[config.mk]
export PLATFORM = sky130hd
export DESIGN_NAME = rsc_combiner
export DESIGN_NICKNAME = d
export VERILOG_FILES = /design/src/verilog/rsc_pkg.sv /design/src/verilog/rsc_combiner.sv
export SDC_FILE = /design/constraint.sdc
export NUM_CORES = 1
export LEC_CHECK = 0
export ABC_CLOCK_PERIOD_IN_PS = 2900
export BUFFER_PORTS_ARGS = -buffer_cell sky130_fd_sc_hd__buf_2
export CAP_MARGIN = 25
export CORE_ASPECT_RATIO = 1.2
export CORE_MARGIN = 4
export CORE_UTILIZATION = 45
export CTS_CLUSTER_DIAMETER = 120
export CTS_CLUSTER_SIZE = 8
export DETAILED_ROUTE_END_ITERATION = 6
export PLACE_DENSITY = 0.69
export RECOVER_POWER = 50
export SYNTH_ARGS = -nofsm -noshare
export SYNTH_HDL_FRONTEND = slang
export SYNTH_SLANG_ARGS = --single-unit
[constraint.sdc]
create_clock -name clk_i -period 2.9 [get_ports clk_i]
set_clock_uncertainty 0.2 [all_clocks]
set_input_delay 0.58 -clock clk_i [delete_from_list [all_inputs] [get_ports clk_i]]
set_output_delay 0.58 -clock clk_i [all_outputs]
set_load 0.01 [all_outputs]
[src/verilog/rsc_pkg.sv]
// constants and carrier types for the reset source combiner
// assumes a single 10 MHz system clock domain and a plain register port
package rsc_pkg;
    localparam int            RSC_AW            = 4;
    localparam logic [3:0]    RSC_ADDR_CAUSE    = 4'h0;
    localparam logic [3:0]    RSC_ADDR_CLKSEL   = 4'h1;
    localparam int            RSC_B_POR         = 0;
    localparam int            RSC_B_BOR         = 1;
    localparam int            RSC_B_IDLE        = 2;
    localparam int            RSC_B_SLEEP       = 3;
    localparam int            RSC_B_WATCHDOG_TIMEOUT_FLAG        = 4;
    localparam int            RSC_B_SOFT_WATCHDOG_ENABLE      = 5;
    localparam int            RSC_B_SWRST       = 6;
    localparam int            RSC_B_PIN         = 7;
    localparam int            RSC_B_FBIAS       = 8;
    localparam int            RSC_B_CFGMM       = 9;
    localparam int            RSC_B_DSLP        = 10;
    localparam int            RSC_B_ILLOP       = 14;
    localparam int            RSC_B_TRAP        = 15;
    localparam logic [15:0]   RSC_CAUSE_IMPL    = 16'hc7ff;
    localparam logic [15:0]   RSC_CAUSE_POR_VAL = 16'h0003;
    localparam int            RSC_OSC_W         = 3;
    localparam logic [2:0]    RSC_OSC_RST       = 3'h0;
    localparam int            RSC_CLK_HZ        = 10_000_000;
    localparam int            RSC_TPOR_US       = 10;
    localparam int            RSC_TPWRT_US      = 64_000;
    localparam int            RSC_TPOR_CYC      = (RSC_TPOR_US * (RSC_CLK_HZ / 1_000_000));
    localparam int            RSC_TPWRT_CYC     = (RSC_TPWRT_US * (RSC_CLK_HZ / 1_000_000));

    typedef struct packed {
        logic por;
        logic bor;
        logic pin;
        logic swrst;
        logic watchdog_timeout_flag;
        logic cfgmm;
        logic trap;
        logic illop;
        logic uninit_wreg_reset;
    } rsc_src_s;

    typedef struct packed {
        logic sleep;
        logic idle;
        logic deep_en;
    } rsc_psave_s;

    typedef enum logic [1:0] {
        RSC_ST_HOLD  = 2'b00,
        RSC_ST_POWER_UP_TIMER  = 2'b01,
        RSC_ST_RUN   = 2'b10
    } rsc_state_e;
endpackage

[src/verilog/rsc_combiner.sv]
// reset source combiner: master reset, cause register, reset-time clock pick
// assumes sources are synchronous levels or one-cycle pulses on clk_i
//
// Added by the designer: the register offsets and the strobed register port.
`timescale 1ns/1ps
`default_nettype none
module rsc_combiner
    import rsc_pkg::*;
#(
    parameter int TPOR_CYC  = RSC_TPOR_CYC,
    parameter int TPWRT_CYC = RSC_TPWRT_CYC
) (
    input  wire logic                 clk_i,
    input  wire logic                 rst_i,
    input  wire rsc_src_s             src_i,
    input  wire rsc_psave_s           psave_i,
    input  wire logic                 power_up_timer_en_i,
    input  wire logic                 wdt_fuse_i,
    input  wire logic                 clk_switch_en_i,
    input  wire logic [RSC_OSC_W-1:0] new_osc_i,
    input  wire logic [RSC_OSC_W-1:0] cur_osc_i,
    input  wire logic [RSC_AW-1:0]    addr_i,
    input  wire logic [15:0]          wdata_i,
    input  wire logic                 wr_i,
    input  wire logic                 rd_i,
    output logic      [15:0]          rdata_o,
    output logic                      master_system_reset_o,
    output logic                      watchdog_enable_o,
    output logic                      flash_bias_in_sleep_o,
    output logic                      regulator_standby_o,
    output logic      [RSC_OSC_W-1:0] sys_osc_o
);
    // power-on is modelled by rst_i together with src_i.por
    logic              por_ev;
    logic              any_src;
    logic              wr_cause;
    logic [15:0]       hw_set;
    logic [15:0]       sw_val;
    logic [15:0]       cause_r;
    logic [15:0]       cause_nxt;
    logic [15:0]       rd_mux;
    logic [31:0]       cnt_r;
    logic [31:0]       cnt_nxt;
    logic              power_up_timer_phase;
    rsc_state_e        st_r;
    rsc_state_e        st_nxt;
    logic [RSC_OSC_W-1:0] osc_r;
    logic [RSC_OSC_W-1:0] osc_nxt;
    logic              por_seen_r;
    // helper state for the release checks only; never feeds the logic
    logic [31:0]       quiet_cnt_r;
    logic              arm_r;

    // power loss events are the only ones that arm the long release delays
    function automatic logic rsc_power_loss(input rsc_src_s s);
        return s.por | s.bor;
    endfunction

    assign por_ev  = src_i.por;
    assign any_src = |src_i;
    assign wr_cause = wr_i && (addr_i == RSC_ADDR_CAUSE);

    // hardware set terms, one per status cause bit; the soft watchdog enable and flash bias bits have none
    always_comb begin
        hw_set = 16'h0000;
        hw_set[RSC_B_POR]   = src_i.por;
        hw_set[RSC_B_BOR]   = src_i.por | src_i.bor;
        hw_set[RSC_B_PIN]   = src_i.pin;
        hw_set[RSC_B_SWRST] = src_i.swrst;
        hw_set[RSC_B_WATCHDOG_TIMEOUT_FLAG]  = src_i.watchdog_timeout_flag;
        hw_set[RSC_B_CFGMM] = src_i.cfgmm;
        hw_set[RSC_B_TRAP]  = src_i.trap;
        hw_set[RSC_B_ILLOP] = src_i.illop | src_i.uninit_wreg_reset;
        hw_set[RSC_B_SLEEP] = psave_i.sleep;
        hw_set[RSC_B_IDLE]  = psave_i.idle;
        hw_set[RSC_B_DSLP]  = psave_i.sleep & psave_i.deep_en;
    end

    // software value: deep-sleep bit is clear-only, unimplemented bits stay zero
    always_comb begin
        sw_val = wr_cause ? wdata_i : cause_r;
        sw_val[RSC_B_DSLP] = cause_r[RSC_B_DSLP] & (wr_cause ? wdata_i[RSC_B_DSLP] : 1'b1);
        if (psave_i.sleep || psave_i.idle) begin
            sw_val[RSC_B_WATCHDOG_TIMEOUT_FLAG] = 1'b0;
        end
    end

    // set wins over a same-cycle clear; power-on reloads the fixed value
    assign cause_nxt = por_ev ? RSC_CAUSE_POR_VAL
                              : ((sw_val | hw_set) & RSC_CAUSE_IMPL);

    always_ff @(posedge clk_i) begin
        if (rst_i) begin
            cause_r <= RSC_CAUSE_POR_VAL;
        end else begin
            cause_r <= cause_nxt;
        end
    end

    // release sequencer: after a power loss, power-on delay then power-up timer (when enabled) must expire; other resets go straight to run
    always_comb begin
        st_nxt     = st_r;
        cnt_nxt    = cnt_r;
        power_up_timer_phase = 1'b0;
        unique case (st_r)
            RSC_ST_HOLD: begin
                if (any_src) begin
                    cnt_nxt = 32'h0;
                end else if (cnt_r >= 32'(TPOR_CYC - 1) || !por_seen_r) begin
                    cnt_nxt = 32'h0;
                    st_nxt  = (power_up_timer_en_i && por_seen_r) ? RSC_ST_POWER_UP_TIMER : RSC_ST_RUN;
                end else begin
                    cnt_nxt = cnt_r + 32'h1;
                end
            end
            RSC_ST_POWER_UP_TIMER: begin
                power_up_timer_phase = 1'b1;
                if (any_src) begin
                    st_nxt  = RSC_ST_HOLD;
                    cnt_nxt = 32'h0;
                end else if (cnt_r >= 32'(TPWRT_CYC - 1)) begin
                    st_nxt  = RSC_ST_RUN;
                    cnt_nxt = 32'h0;
                end else begin
                    cnt_nxt = cnt_r + 32'h1;
                end
            end
            RSC_ST_RUN: begin
                if (any_src) begin
                    st_nxt  = RSC_ST_HOLD;
                    cnt_nxt = 32'h0;
                end
            end
            default: begin
                st_nxt  = RSC_ST_HOLD;
                cnt_nxt = 32'h0;
            end
        endcase
    end

    always_ff @(posedge clk_i) begin
        if (rst_i) begin
            st_r       <= RSC_ST_HOLD;
            cnt_r      <= 32'h0;
            por_seen_r <= 1'b1;
        end else begin
            st_r       <= st_nxt;
            cnt_r      <= cnt_nxt;
            // delays only follow power-on and brown-out; other resets release fast
            if (rsc_power_loss(src_i)) begin
                por_seen_r <= 1'b1;
            end else if (st_r == RSC_ST_RUN) begin
                por_seen_r <= 1'b0;
            end
        end
    end

    // the request itself also drives the output so no cycle is lost
    assign master_system_reset_o = any_src || (st_r != RSC_ST_RUN);

    // reset-time oscillator pick, latched while reset is held
    always_comb begin
        osc_nxt = osc_r;
        if (!clk_switch_en_i) begin
            if (any_src) osc_nxt = new_osc_i;
        end else if (rsc_power_loss(src_i)) begin
            osc_nxt = new_osc_i;
        end else if (any_src) begin
            osc_nxt = cur_osc_i;
        end
    end

    always_ff @(posedge clk_i) begin
        if (rst_i) begin
            osc_r <= RSC_OSC_RST;
        end else begin
            osc_r <= osc_nxt;
        end
    end
    assign sys_osc_o = osc_r;

    assign watchdog_enable_o     = wdt_fuse_i | cause_r[RSC_B_SOFT_WATCHDOG_ENABLE];
    assign flash_bias_in_sleep_o = cause_r[RSC_B_FBIAS];
    assign regulator_standby_o   = ~cause_r[RSC_B_FBIAS];

    assign rd_mux = (addr_i == RSC_ADDR_CAUSE)  ? (cause_r & RSC_CAUSE_IMPL) :
                    (addr_i == RSC_ADDR_CLKSEL) ? {13'h0, osc_r} : 16'h0000;

    always_ff @(posedge clk_i) begin
        if (rst_i) begin
            rdata_o <= 16'h0000;
        end else begin
            rdata_o <= rd_i ? rd_mux : 16'h0000;
        end
    end

    chk_trap_flag_set: assert property (@(posedge clk_i) disable iff (rst_i)
        src_i.trap && !src_i.por |=> cause_r[RSC_B_TRAP])
        else $error("trap flag not set");
    chk_illop_flag_set: assert property (@(posedge clk_i) disable iff (rst_i)
        (src_i.illop || src_i.uninit_wreg_reset) && !src_i.por |=> cause_r[RSC_B_ILLOP])
        else $error("illegal op flag not set");
    chk_pin_flag_set: assert property (@(posedge clk_i) disable iff (rst_i)
        src_i.pin && !src_i.por |=> cause_r[RSC_B_PIN])
        else $error("pin flag not set");
    chk_por_value: assert property (@(posedge clk_i) disable iff (rst_i)
        src_i.por |=> cause_r == RSC_CAUSE_POR_VAL)
        else $error("power-on value wrong");
    chk_reset_any_src: assert property (@(posedge clk_i) disable iff (rst_i)
        any_src |-> master_system_reset_o)
        else $error("reset not active with source");
    chk_unimpl_zero: assert property (@(posedge clk_i) disable iff (rst_i)
        $past(rd_i) |-> rdata_o[13:11] == 3'h0)
        else $error("unimplemented bits nonzero");
    chk_wdt_forced: assert property (@(posedge clk_i) disable iff (rst_i)
        wdt_fuse_i |-> watchdog_enable_o)
        else $error("fuse did not force watchdog");
    chk_dslp_clear_only: assert property (@(posedge clk_i) disable iff (rst_i)
        !cause_r[RSC_B_DSLP] && !(psave_i.sleep && psave_i.deep_en) |=> !cause_r[RSC_B_DSLP])
        else $error("deep sleep flag set by software");
    chk_watchdog_timeout_flag_psave_clr: assert property (@(posedge clk_i) disable iff (rst_i)
        psave_i.idle && !src_i.watchdog_timeout_flag |=> !cause_r[RSC_B_WATCHDOG_TIMEOUT_FLAG])
        else $error("watchdog flag not cleared");
    chk_osc_current: assert property (@(posedge clk_i) disable iff (rst_i)
        clk_switch_en_i && src_i.pin && !src_i.por && !src_i.bor |=> osc_r == $past(cur_osc_i))
        else $error("current oscillator not kept");

    // quiet cycles since the last source, and whether a power loss armed the delays
    always_ff @(posedge clk_i) begin
        if (rst_i) begin
            quiet_cnt_r <= 32'h0;
            arm_r       <= 1'b1;
        end else begin
            quiet_cnt_r <= any_src ? 32'h0 : quiet_cnt_r + 32'h1;
            if (rsc_power_loss(src_i)) begin
                arm_r <= 1'b1;
            end else if (!master_system_reset_o) begin
                arm_r <= 1'b0;
            end
        end
    end

    // cause flags: each source leaves its own mark one cycle later

    chk_cfgmm_flag_set: assert property (@(posedge clk_i) disable iff (rst_i)
        src_i.cfgmm && !src_i.por
        |=> cause_r[RSC_B_CFGMM])
        else $error("config mismatch flag not set");

    chk_swrst_flag_set: assert property (@(posedge clk_i) disable iff (rst_i)
        src_i.swrst && !src_i.por
        |=> cause_r[RSC_B_SWRST])
        else $error("software reset flag not set");

    chk_watchdog_timeout_flag_flag_set: assert property (@(posedge clk_i) disable iff (rst_i)
        src_i.watchdog_timeout_flag && !src_i.por
        |=> cause_r[RSC_B_WATCHDOG_TIMEOUT_FLAG])
        else $error("watchdog flag not set");

    chk_sleep_flag_set: assert property (@(posedge clk_i) disable iff (rst_i)
        psave_i.sleep && !src_i.por
        |=> cause_r[RSC_B_SLEEP])
        else $error("sleep flag not set");

    chk_idle_flag_set: assert property (@(posedge clk_i) disable iff (rst_i)
        psave_i.idle && !src_i.por
        |=> cause_r[RSC_B_IDLE])
        else $error("idle flag not set");

    chk_dslp_flag_set: assert property (@(posedge clk_i) disable iff (rst_i)
        psave_i.sleep && psave_i.deep_en && !src_i.por
        |=> cause_r[RSC_B_DSLP])
        else $error("deep sleep flag not set");

    chk_bor_flag_set: assert property (@(posedge clk_i) disable iff (rst_i)
        src_i.bor
        |=> cause_r[RSC_B_BOR])
        else $error("brown-out flag not set");

    // only software may clear the two power flags; no reset source does

    chk_bor_flag_kept: assert property (@(posedge clk_i) disable iff (rst_i)
        cause_r[RSC_B_BOR] && !wr_cause
        |=> cause_r[RSC_B_BOR])
        else $error("brown-out flag lost");

    chk_por_flag_only: assert property (@(posedge clk_i) disable iff (rst_i)
        !cause_r[RSC_B_POR] && !src_i.por && !wr_cause
        |=> !cause_r[RSC_B_POR])
        else $error("power-on flag set without power-on");

    chk_por_flag_kept: assert property (@(posedge clk_i) disable iff (rst_i)
        cause_r[RSC_B_POR] && !wr_cause
        |=> cause_r[RSC_B_POR])
        else $error("power-on flag lost");

    // software port: a write lands and never starts a reset by itself

    chk_sw_write_lands: assert property (@(posedge clk_i) disable iff (rst_i)
        wr_cause && !src_i.por && !src_i.pin
        |=> cause_r[RSC_B_PIN] == $past(wdata_i[RSC_B_PIN]))
        else $error("software write lost");

    chk_sw_no_reset: assert property (@(posedge clk_i) disable iff (rst_i)
        wr_cause && !any_src && st_r == RSC_ST_RUN
        |=> st_r == RSC_ST_RUN)
        else $error("software write caused a reset");

    chk_cause_impl: assert property (@(posedge clk_i) disable iff (rst_i)
        cause_r[13:11] == 3'h0)
        else $error("unimplemented cause bits set");

    chk_rdata_idle: assert property (@(posedge clk_i) disable iff (rst_i)
        !$past(rd_i)
        |-> rdata_o == 16'h0000)
        else $error("read data outside read slot");

    chk_wdt_soft: assert property (@(posedge clk_i) disable iff (rst_i)
        !wdt_fuse_i
        |-> watchdog_enable_o == cause_r[RSC_B_SOFT_WATCHDOG_ENABLE])
        else $error("soft watchdog enable not followed");

    chk_fbias_follow: assert property (@(posedge clk_i) disable iff (rst_i)
        flash_bias_in_sleep_o == cause_r[RSC_B_FBIAS]
        && regulator_standby_o == !cause_r[RSC_B_FBIAS])
        else $error("flash bias or standby wrong");

    // reset-time oscillator pick

    chk_osc_new_pick: assert property (@(posedge clk_i) disable iff (rst_i)
        clk_switch_en_i && rsc_power_loss(src_i)
        |=> osc_r == $past(new_osc_i))
        else $error("new oscillator field not taken");

    chk_osc_noswitch: assert property (@(posedge clk_i) disable iff (rst_i)
        !clk_switch_en_i && any_src
        |=> osc_r == $past(new_osc_i))
        else $error("configured oscillator not taken");

    // release sequencing: held with a source, released late after a power loss

    chk_hold_with_src: assert property (@(posedge clk_i) disable iff (rst_i)
        any_src
        |=> st_r == RSC_ST_HOLD)
        else $error("sequencer left hold with a source");

    chk_release_quiet: assert property (@(posedge clk_i) disable iff (rst_i)
        !any_src && st_r == RSC_ST_RUN
        |-> !master_system_reset_o)
        else $error("master reset stuck in run");

    chk_por_delay: assert property (@(posedge clk_i) disable iff (rst_i)
        arm_r && !master_system_reset_o
        |-> quiet_cnt_r >= 32'(TPOR_CYC))
        else $error("released before power-on delay");

    chk_power_up_timer_delay: assert property (@(posedge clk_i) disable iff (rst_i)
        arm_r && power_up_timer_en_i && !master_system_reset_o
        |-> quiet_cnt_r >= 32'(TPOR_CYC + TPWRT_CYC))
        else $error("released before power-up timer");

    cov_pin_reset: cover property (@(posedge clk_i) disable iff (rst_i)
        src_i.pin ##[1:40] !master_system_reset_o);
    cov_power_up_timer_phase: cover property (@(posedge clk_i) disable iff (rst_i) power_up_timer_phase);
    cov_brownout: cover property (@(posedge clk_i) disable iff (rst_i) src_i.bor);
    cov_deep_sleep: cover property (@(posedge clk_i) disable iff (rst_i)
        psave_i.sleep && psave_i.deep_en);
    cov_sw_write: cover property (@(posedge clk_i) disable iff (rst_i) wr_cause);
endmodule // rsc_combiner
`default_nettype wire

Word level (Yosys, flattened, before mapping)

Cells that the tools add are included.

Register bits after elaboration: 70
Input bits: 45
Output and inout bits: 23
Word-level logic and storage cells: 66

Add/subtract/negate cells: 1
Magnitude comparators: 2
Eq/ne operators: 8
Multiplexer cells: 22
Bitwise operators: 8
Reductions and logical operators: 17

Operator list:

| cell                                                   | count |
|---|---|
| two-way mux 32 bit                                     | 5 |
| one-hot mux 32 bit (3 select lines)                    | 1 |
| adder 32 x 1 -> 32 bit (second input constant)         | 1 |
| >= comparator 32 x 20 -> 1 bit (second input constant) | 1 |
| >= comparator 32 x 7 -> 1 bit (second input constant)  | 1 |
| two-way mux 16 bit                                     | 2 |
| bitwise OR 16 bit                                      | 1 |
| two-way mux 3 bit                                      | 5 |
| two-way mux 2 bit                                      | 6 |
| OR reduction 9 bit                                     | 1 |
| inequality test 2 bit (second input constant)          | 4 |
| one-hot mux 2 bit (3 select lines)                     | 1 |
| OR reduction 2 bit                                     | 3 |
| equality test 4 x 1 -> 1 bit (second input constant)   | 1 |
| logical NOT 4 bit                                      | 1 |
| AND reduction 4 bit                                    | 1 |
| nonzero test 2 bit                                     | 2 |
| logical OR 1 bit                                       | 3 |
| inequality test 3 bit (second input constant)          | 1 |
| bitwise OR 1 bit                                       | 3 |
| OR reduction 3 bit                                     | 1 |
| AND 1 bit                                              | 2 |
| equality test 2 x 1 -> 1 bit (second input constant)   | 1 |
| equality test 2 bit (second input constant)            | 1 |
| 6 further kinds                                        | 9 |

Longest topological paths before layout

Depth in word-level cells: 5
Depth in mapped cells: 8
Depth with buffers taken out: 7

Least setup slack after synthesis

No wires, ideal clock.

Path type: input to register
From: input port src_i[7] (netlist bit)
To: register cnt_r[10]
Library setup time: 0.072 ns
Arrival: 2.132 ns
Required time: 2.628 ns
Slack: 0.497 ns
Stages: 8
Path buffers: 1
Path through: nor2_1 > nand4_1 > nor2_1 > inv_1 > nor2_1 > clkbuf_1 > a21oi_1 > mux2i_1

Word-level cells in the longest chain between the ends: 3
Elaborated cells on any way between the ends: 5
Classes of those cells: 1 x eq/ne; 3 x mux; 1 x reduce/logical

Ends and longest elaborated chain:

| item                                  | line                                     | source |
|---|---|---|
| start, declared                       | rsc_combiner.sv:15                       | `input wire rsc_src_s src_i,` |
| OR reduction 9 bit *                  | rsc_combiner.sv:60                       | `assign any_src = \|src_i;` |
| two-way mux 32 bit (on tied branches) | rsc_combiner.sv:118, rsc_combiner.sv:107 |  |
| one-hot mux 32 bit (3 select lines)   | rsc_combiner.sv:105                      | `unique case (st_r)` |
| end signal, assigned                  | rsc_combiner.sv:148                      | `cnt_r <= cnt_nxt;` |
| end, declared                         | rsc_combiner.sv:42                       | `logic [31:0] cnt_r;` |

Every way passes the cells marked *; elsewhere a longest branch is shown, timed or not.
A chain may end at the register's enable or synchronous reset.

Worst setup path in the final report

From: register cnt_r[0]
To: register cnt_r[7]

Word-level cells in the longest chain between the ends: 5
Elaborated cells on any way between the ends: 9
Classes of those cells: 1 x add/sub; 2 x order compare; 5 x mux; 1 x reduce/logical

Ends and longest elaborated chain:

| item                                  | line                | source |
|---|---|---|
| >= comparator 32 x 7 -> 1 bit         | rsc_combiner.sv:109 | `end else if (cnt_r >= 32'(TPOR_CYC - 1) \|\| !por_seen_r) begin` |
| logical OR 1 bit                      | rsc_combiner.sv:109 |  |
| two-way mux 32 bit                    | rsc_combiner.sv:109 |  |
| two-way mux 32 bit                    | rsc_combiner.sv:107 | `if (any_src) begin` |
| one-hot mux 32 bit (3 select lines) * | rsc_combiner.sv:105 |  |

Marked as above.

==> impl_summary.log <==
INFO  metric number_of_remaining_drc_errors = 0
INFO  metric final.setup.worst_slack = 360 ps
INFO  metric synth.largest_area_cell = dfxtp_1
INFO  metric synth.ff_latch_count = 64
INFO  metric fin_area = 3380 sq um
INFO  metric floorplan.core_area = ~6000 sq um
INFO  metric die_width = 79.6 microns
INFO  metric crit_arrival = between 2000 and 3000 ps
INFO  metric async_reset_ff_share = 0%
INFO  metric largest_net_degree_at_the_start_of_global_routing = 19
INFO  metric n_fill_cell = between 500 and 600
INFO  metric vias = 2496
INFO  metric post-dp-hpwl = 4710 microns
INFO  metric number_of_enable_type_register_cells_in_the_synthesized_netlist = 0
INFO  metric startpoint_type = register
INFO  metric drive_gt1_share = 18.3%
INFO  metric syn-mean-instance-area = 8.52 sq um
INFO  metric mostFrequentLayoutCell = dfxtp_1
INFO  metric slew_at_the_pin_closest_to_its_max_slew_limit = between 800 and 900 ps
INFO  metric worst_case_vdd_ir_drop = 354 uV
INFO  metric setup_viol = 0
INFO  metric finalCritPeriodShare = 87.6%
INFO  metric slew-limit-headroom = 41.1%
INFO  metric synth-warning-count = 0
INFO  metric floorplan.initialDensity = 46.0%
INFO  metric path_clk_slew = roughly 70 ps
INFO  metric worstSkewPairLatency = 340 ps
INFO  metric yosysSeqAreaShare = ~46%
INFO  metric track_usage = ~18%
INFO  metric post-synth-top-area-fraction = 46.3%
INFO  metric cts-root-to-sink-buffers = 2
INFO  metric finish.net_count = between 400 and 500
INFO  metric antenna_violating_nets_post_route = 0
INFO  metric routed_via_density = 5.18
INFO  metric drt-initial-drc-count = 60
INFO  metric path_cells = ha_1, nand4_1, o31a_1, o311ai_4, a21boi_1, and2_1, a221o_1
INFO  metric antenna_found_initial = 0
INFO  metric port_buffer_count = 61
INFO  metric tritoncts_clock_tree = done
INFO  metric syn_area = ~2800 sq um
INFO  metric htree_num_levels = 3
INFO  metric cts_hold_repair.buffers = 0
INFO  metric grt-ovfl-total = 0
INFO  metric instances_no_fill = around 480
INFO  metric endpoint_kind = register
INFO  metric timing.final.max_slew_violations = 0
INFO  metric post-place-cells = 466
INFO  metric timing.critical_path.slowest_stage_cell = dfxtp_1
INFO  metric grt_pass1_wl = 10600 microns
INFO  metric cap_violations = 0
INFO  metric first_global_vias = 2369
INFO  metric cpPeakStageDelay = between 300 and 400 ps
INFO  metric routed_wire_length_per_instance = between 10 and 15 microns
INFO  metric placement_row_count = 31
INFO  metric mostFrequentLayoutCells = dfxtp_1 (64), nand2_1 (57), buf_2 (41)
INFO  metric critical_path_peak_fanout = 6
INFO  metric synthTopCellsByArea = dfxtp_1 (46%), nand2_1 (7.7%), and3_1 (3.8%), mux2i_1 (3.6%), nand3_1 (3.6%)
INFO  metric syn_inst = 325
INFO  metric fp.dieArea = 7470 sq um
INFO  metric vertical_die_dimension = roughly 94 microns
INFO  metric timing.setup.tns = 0 ps
INFO  metric run_status = finished, final reports clean
INFO  metric post-cts-setup-buffer-count = 0
INFO  metric tritoncts_num_sinks = 64
INFO  metric firstDrtPassIters = 4
INFO  metric post-route-min-period = 2540 ps
INFO  metric final_util = 56.2%
INFO  metric antennaDiodeCount = 0
INFO  metric num_cts_buffers = 9
INFO  metric synthFlopType = dfxtp_1
INFO  metric route.final.wire_length = 6360 microns
INFO  metric cts.repair.resized = 0
INFO  metric max_clock_freq = around 0.39 GHz
INFO  metric cts-root-buf = clkbuf_8
INFO  metric timing.critical_path.required = 2920 ps
INFO  metric worst-setup-path-type = register to register
INFO  metric unrepaired_setup_endpoints_after_global_routing = no
INFO  metric final_hold_violations = 0
INFO  metric hold_slack = ~250 ps
INFO  metric pwr_density_cell = between 500 and 600 nW/um^2
INFO  metric dp_slack = 377 ps
INFO  metric finalWeightedCongestion = between 0.7 and 0.8
INFO  metric pin_count = 68
INFO  metric leakagePower = approximately 1.4 nW
INFO  metric placedInstanceArea = 3190 sq um
INFO  metric worst_hold_class = register to register
INFO  metric synthDistinctLibCells = 46
INFO  metric layout-area-overhead-vs-synth = 22.1%
INFO  metric finalPower = approximately 1.8 mW
-- cells in the mapped netlist (3+ instances only) --
cell type  count
and2_1        15
nand2_1       57
nor4_1         5
o21ai_1        3
clkbuf_1       9
o21ai_0        4
and4_1         4
or2_2          3
nand3_1       20
dfxtp_1       64
buf_4          3
nand4_1        5
nor3_1         8
a311oi_1       4
and3_1        17
a21oi_1       12
inv_1         14
a31oi_1       11
mux2i_1       10
nor2_1        22
-- path summary, 6_finish.rpt --
check,cells after the start,slack (ps),from,to
max reg2reg,7,360,cnt_r[0],cnt_r[7]
max,7,360,cnt_r[0],cnt_r[7]
min,1,250,cause_r[10],rdata_o[10]
min reg2reg,1,250,cause_r[10],rdata_o[10]
-- layout make-up --
type | instances | area, sq um | area share, %
multi-input combinational | 233 | 1360 | 40.3
tap | 82 | 103 | 3.04
clock buffer | 9 | 124 | 3.67
inverter | 14 | 52.6 | 1.56
sequential | 64 | 1280 | 37.9
clock inverter | 7 | 95.1 | 2.81
timing repair buffer | 73 | 363 | 10.7
-- critical path, delay by kind of cell (launching register included) --
family,cells,cell delay [ps]
AOI/OAI and AO/OA,4,1170
and+or+nand+nor,2,380
adders and majority gates,1,290
DFF,1,390
-- state kept, by name (all words and copies together) (netlist names) --
register	cells
rdata_o	13
cnt_r	32
sys_osc_o	3
st_r	2
por_seen_r	1
cause_r	13
-- where the power goes --
part	internal, mW	switching [mW]	leakage [nW]
combinational	0.0350	0.0420	0.784
sequential	0.888	0.00509	0.518
clock	0.485	0.351	0.110
-- per-layer routing --
layer | up-vias | track usage [%] | share of wire (%) | routed length (microns)
met2 | 73 | 29.9 | 48 | 3030
met1 | 1132 | 20.9 | 43 | 2760
met3 | 15 | 4.89 | 7.0 | 443
li1 | 1276 | - | - | -
met5 | - | 0 | 0 | 0
met4 | 0 | 8.74 | 2.1 | 134
-- logic make-up after synthesis --
group,Yosys count,share of synthesized area (%)
simple gates,165,29.8
other cells,1,0.135
flops,64,46.3
mux,10,3.62
fa+ha+maj,1,0.452
compound gates,51,13.9
xor+xnor,3,0.950
buf+inv,30,4.84
Note: power is estimated with default switching activity, not from simulation.
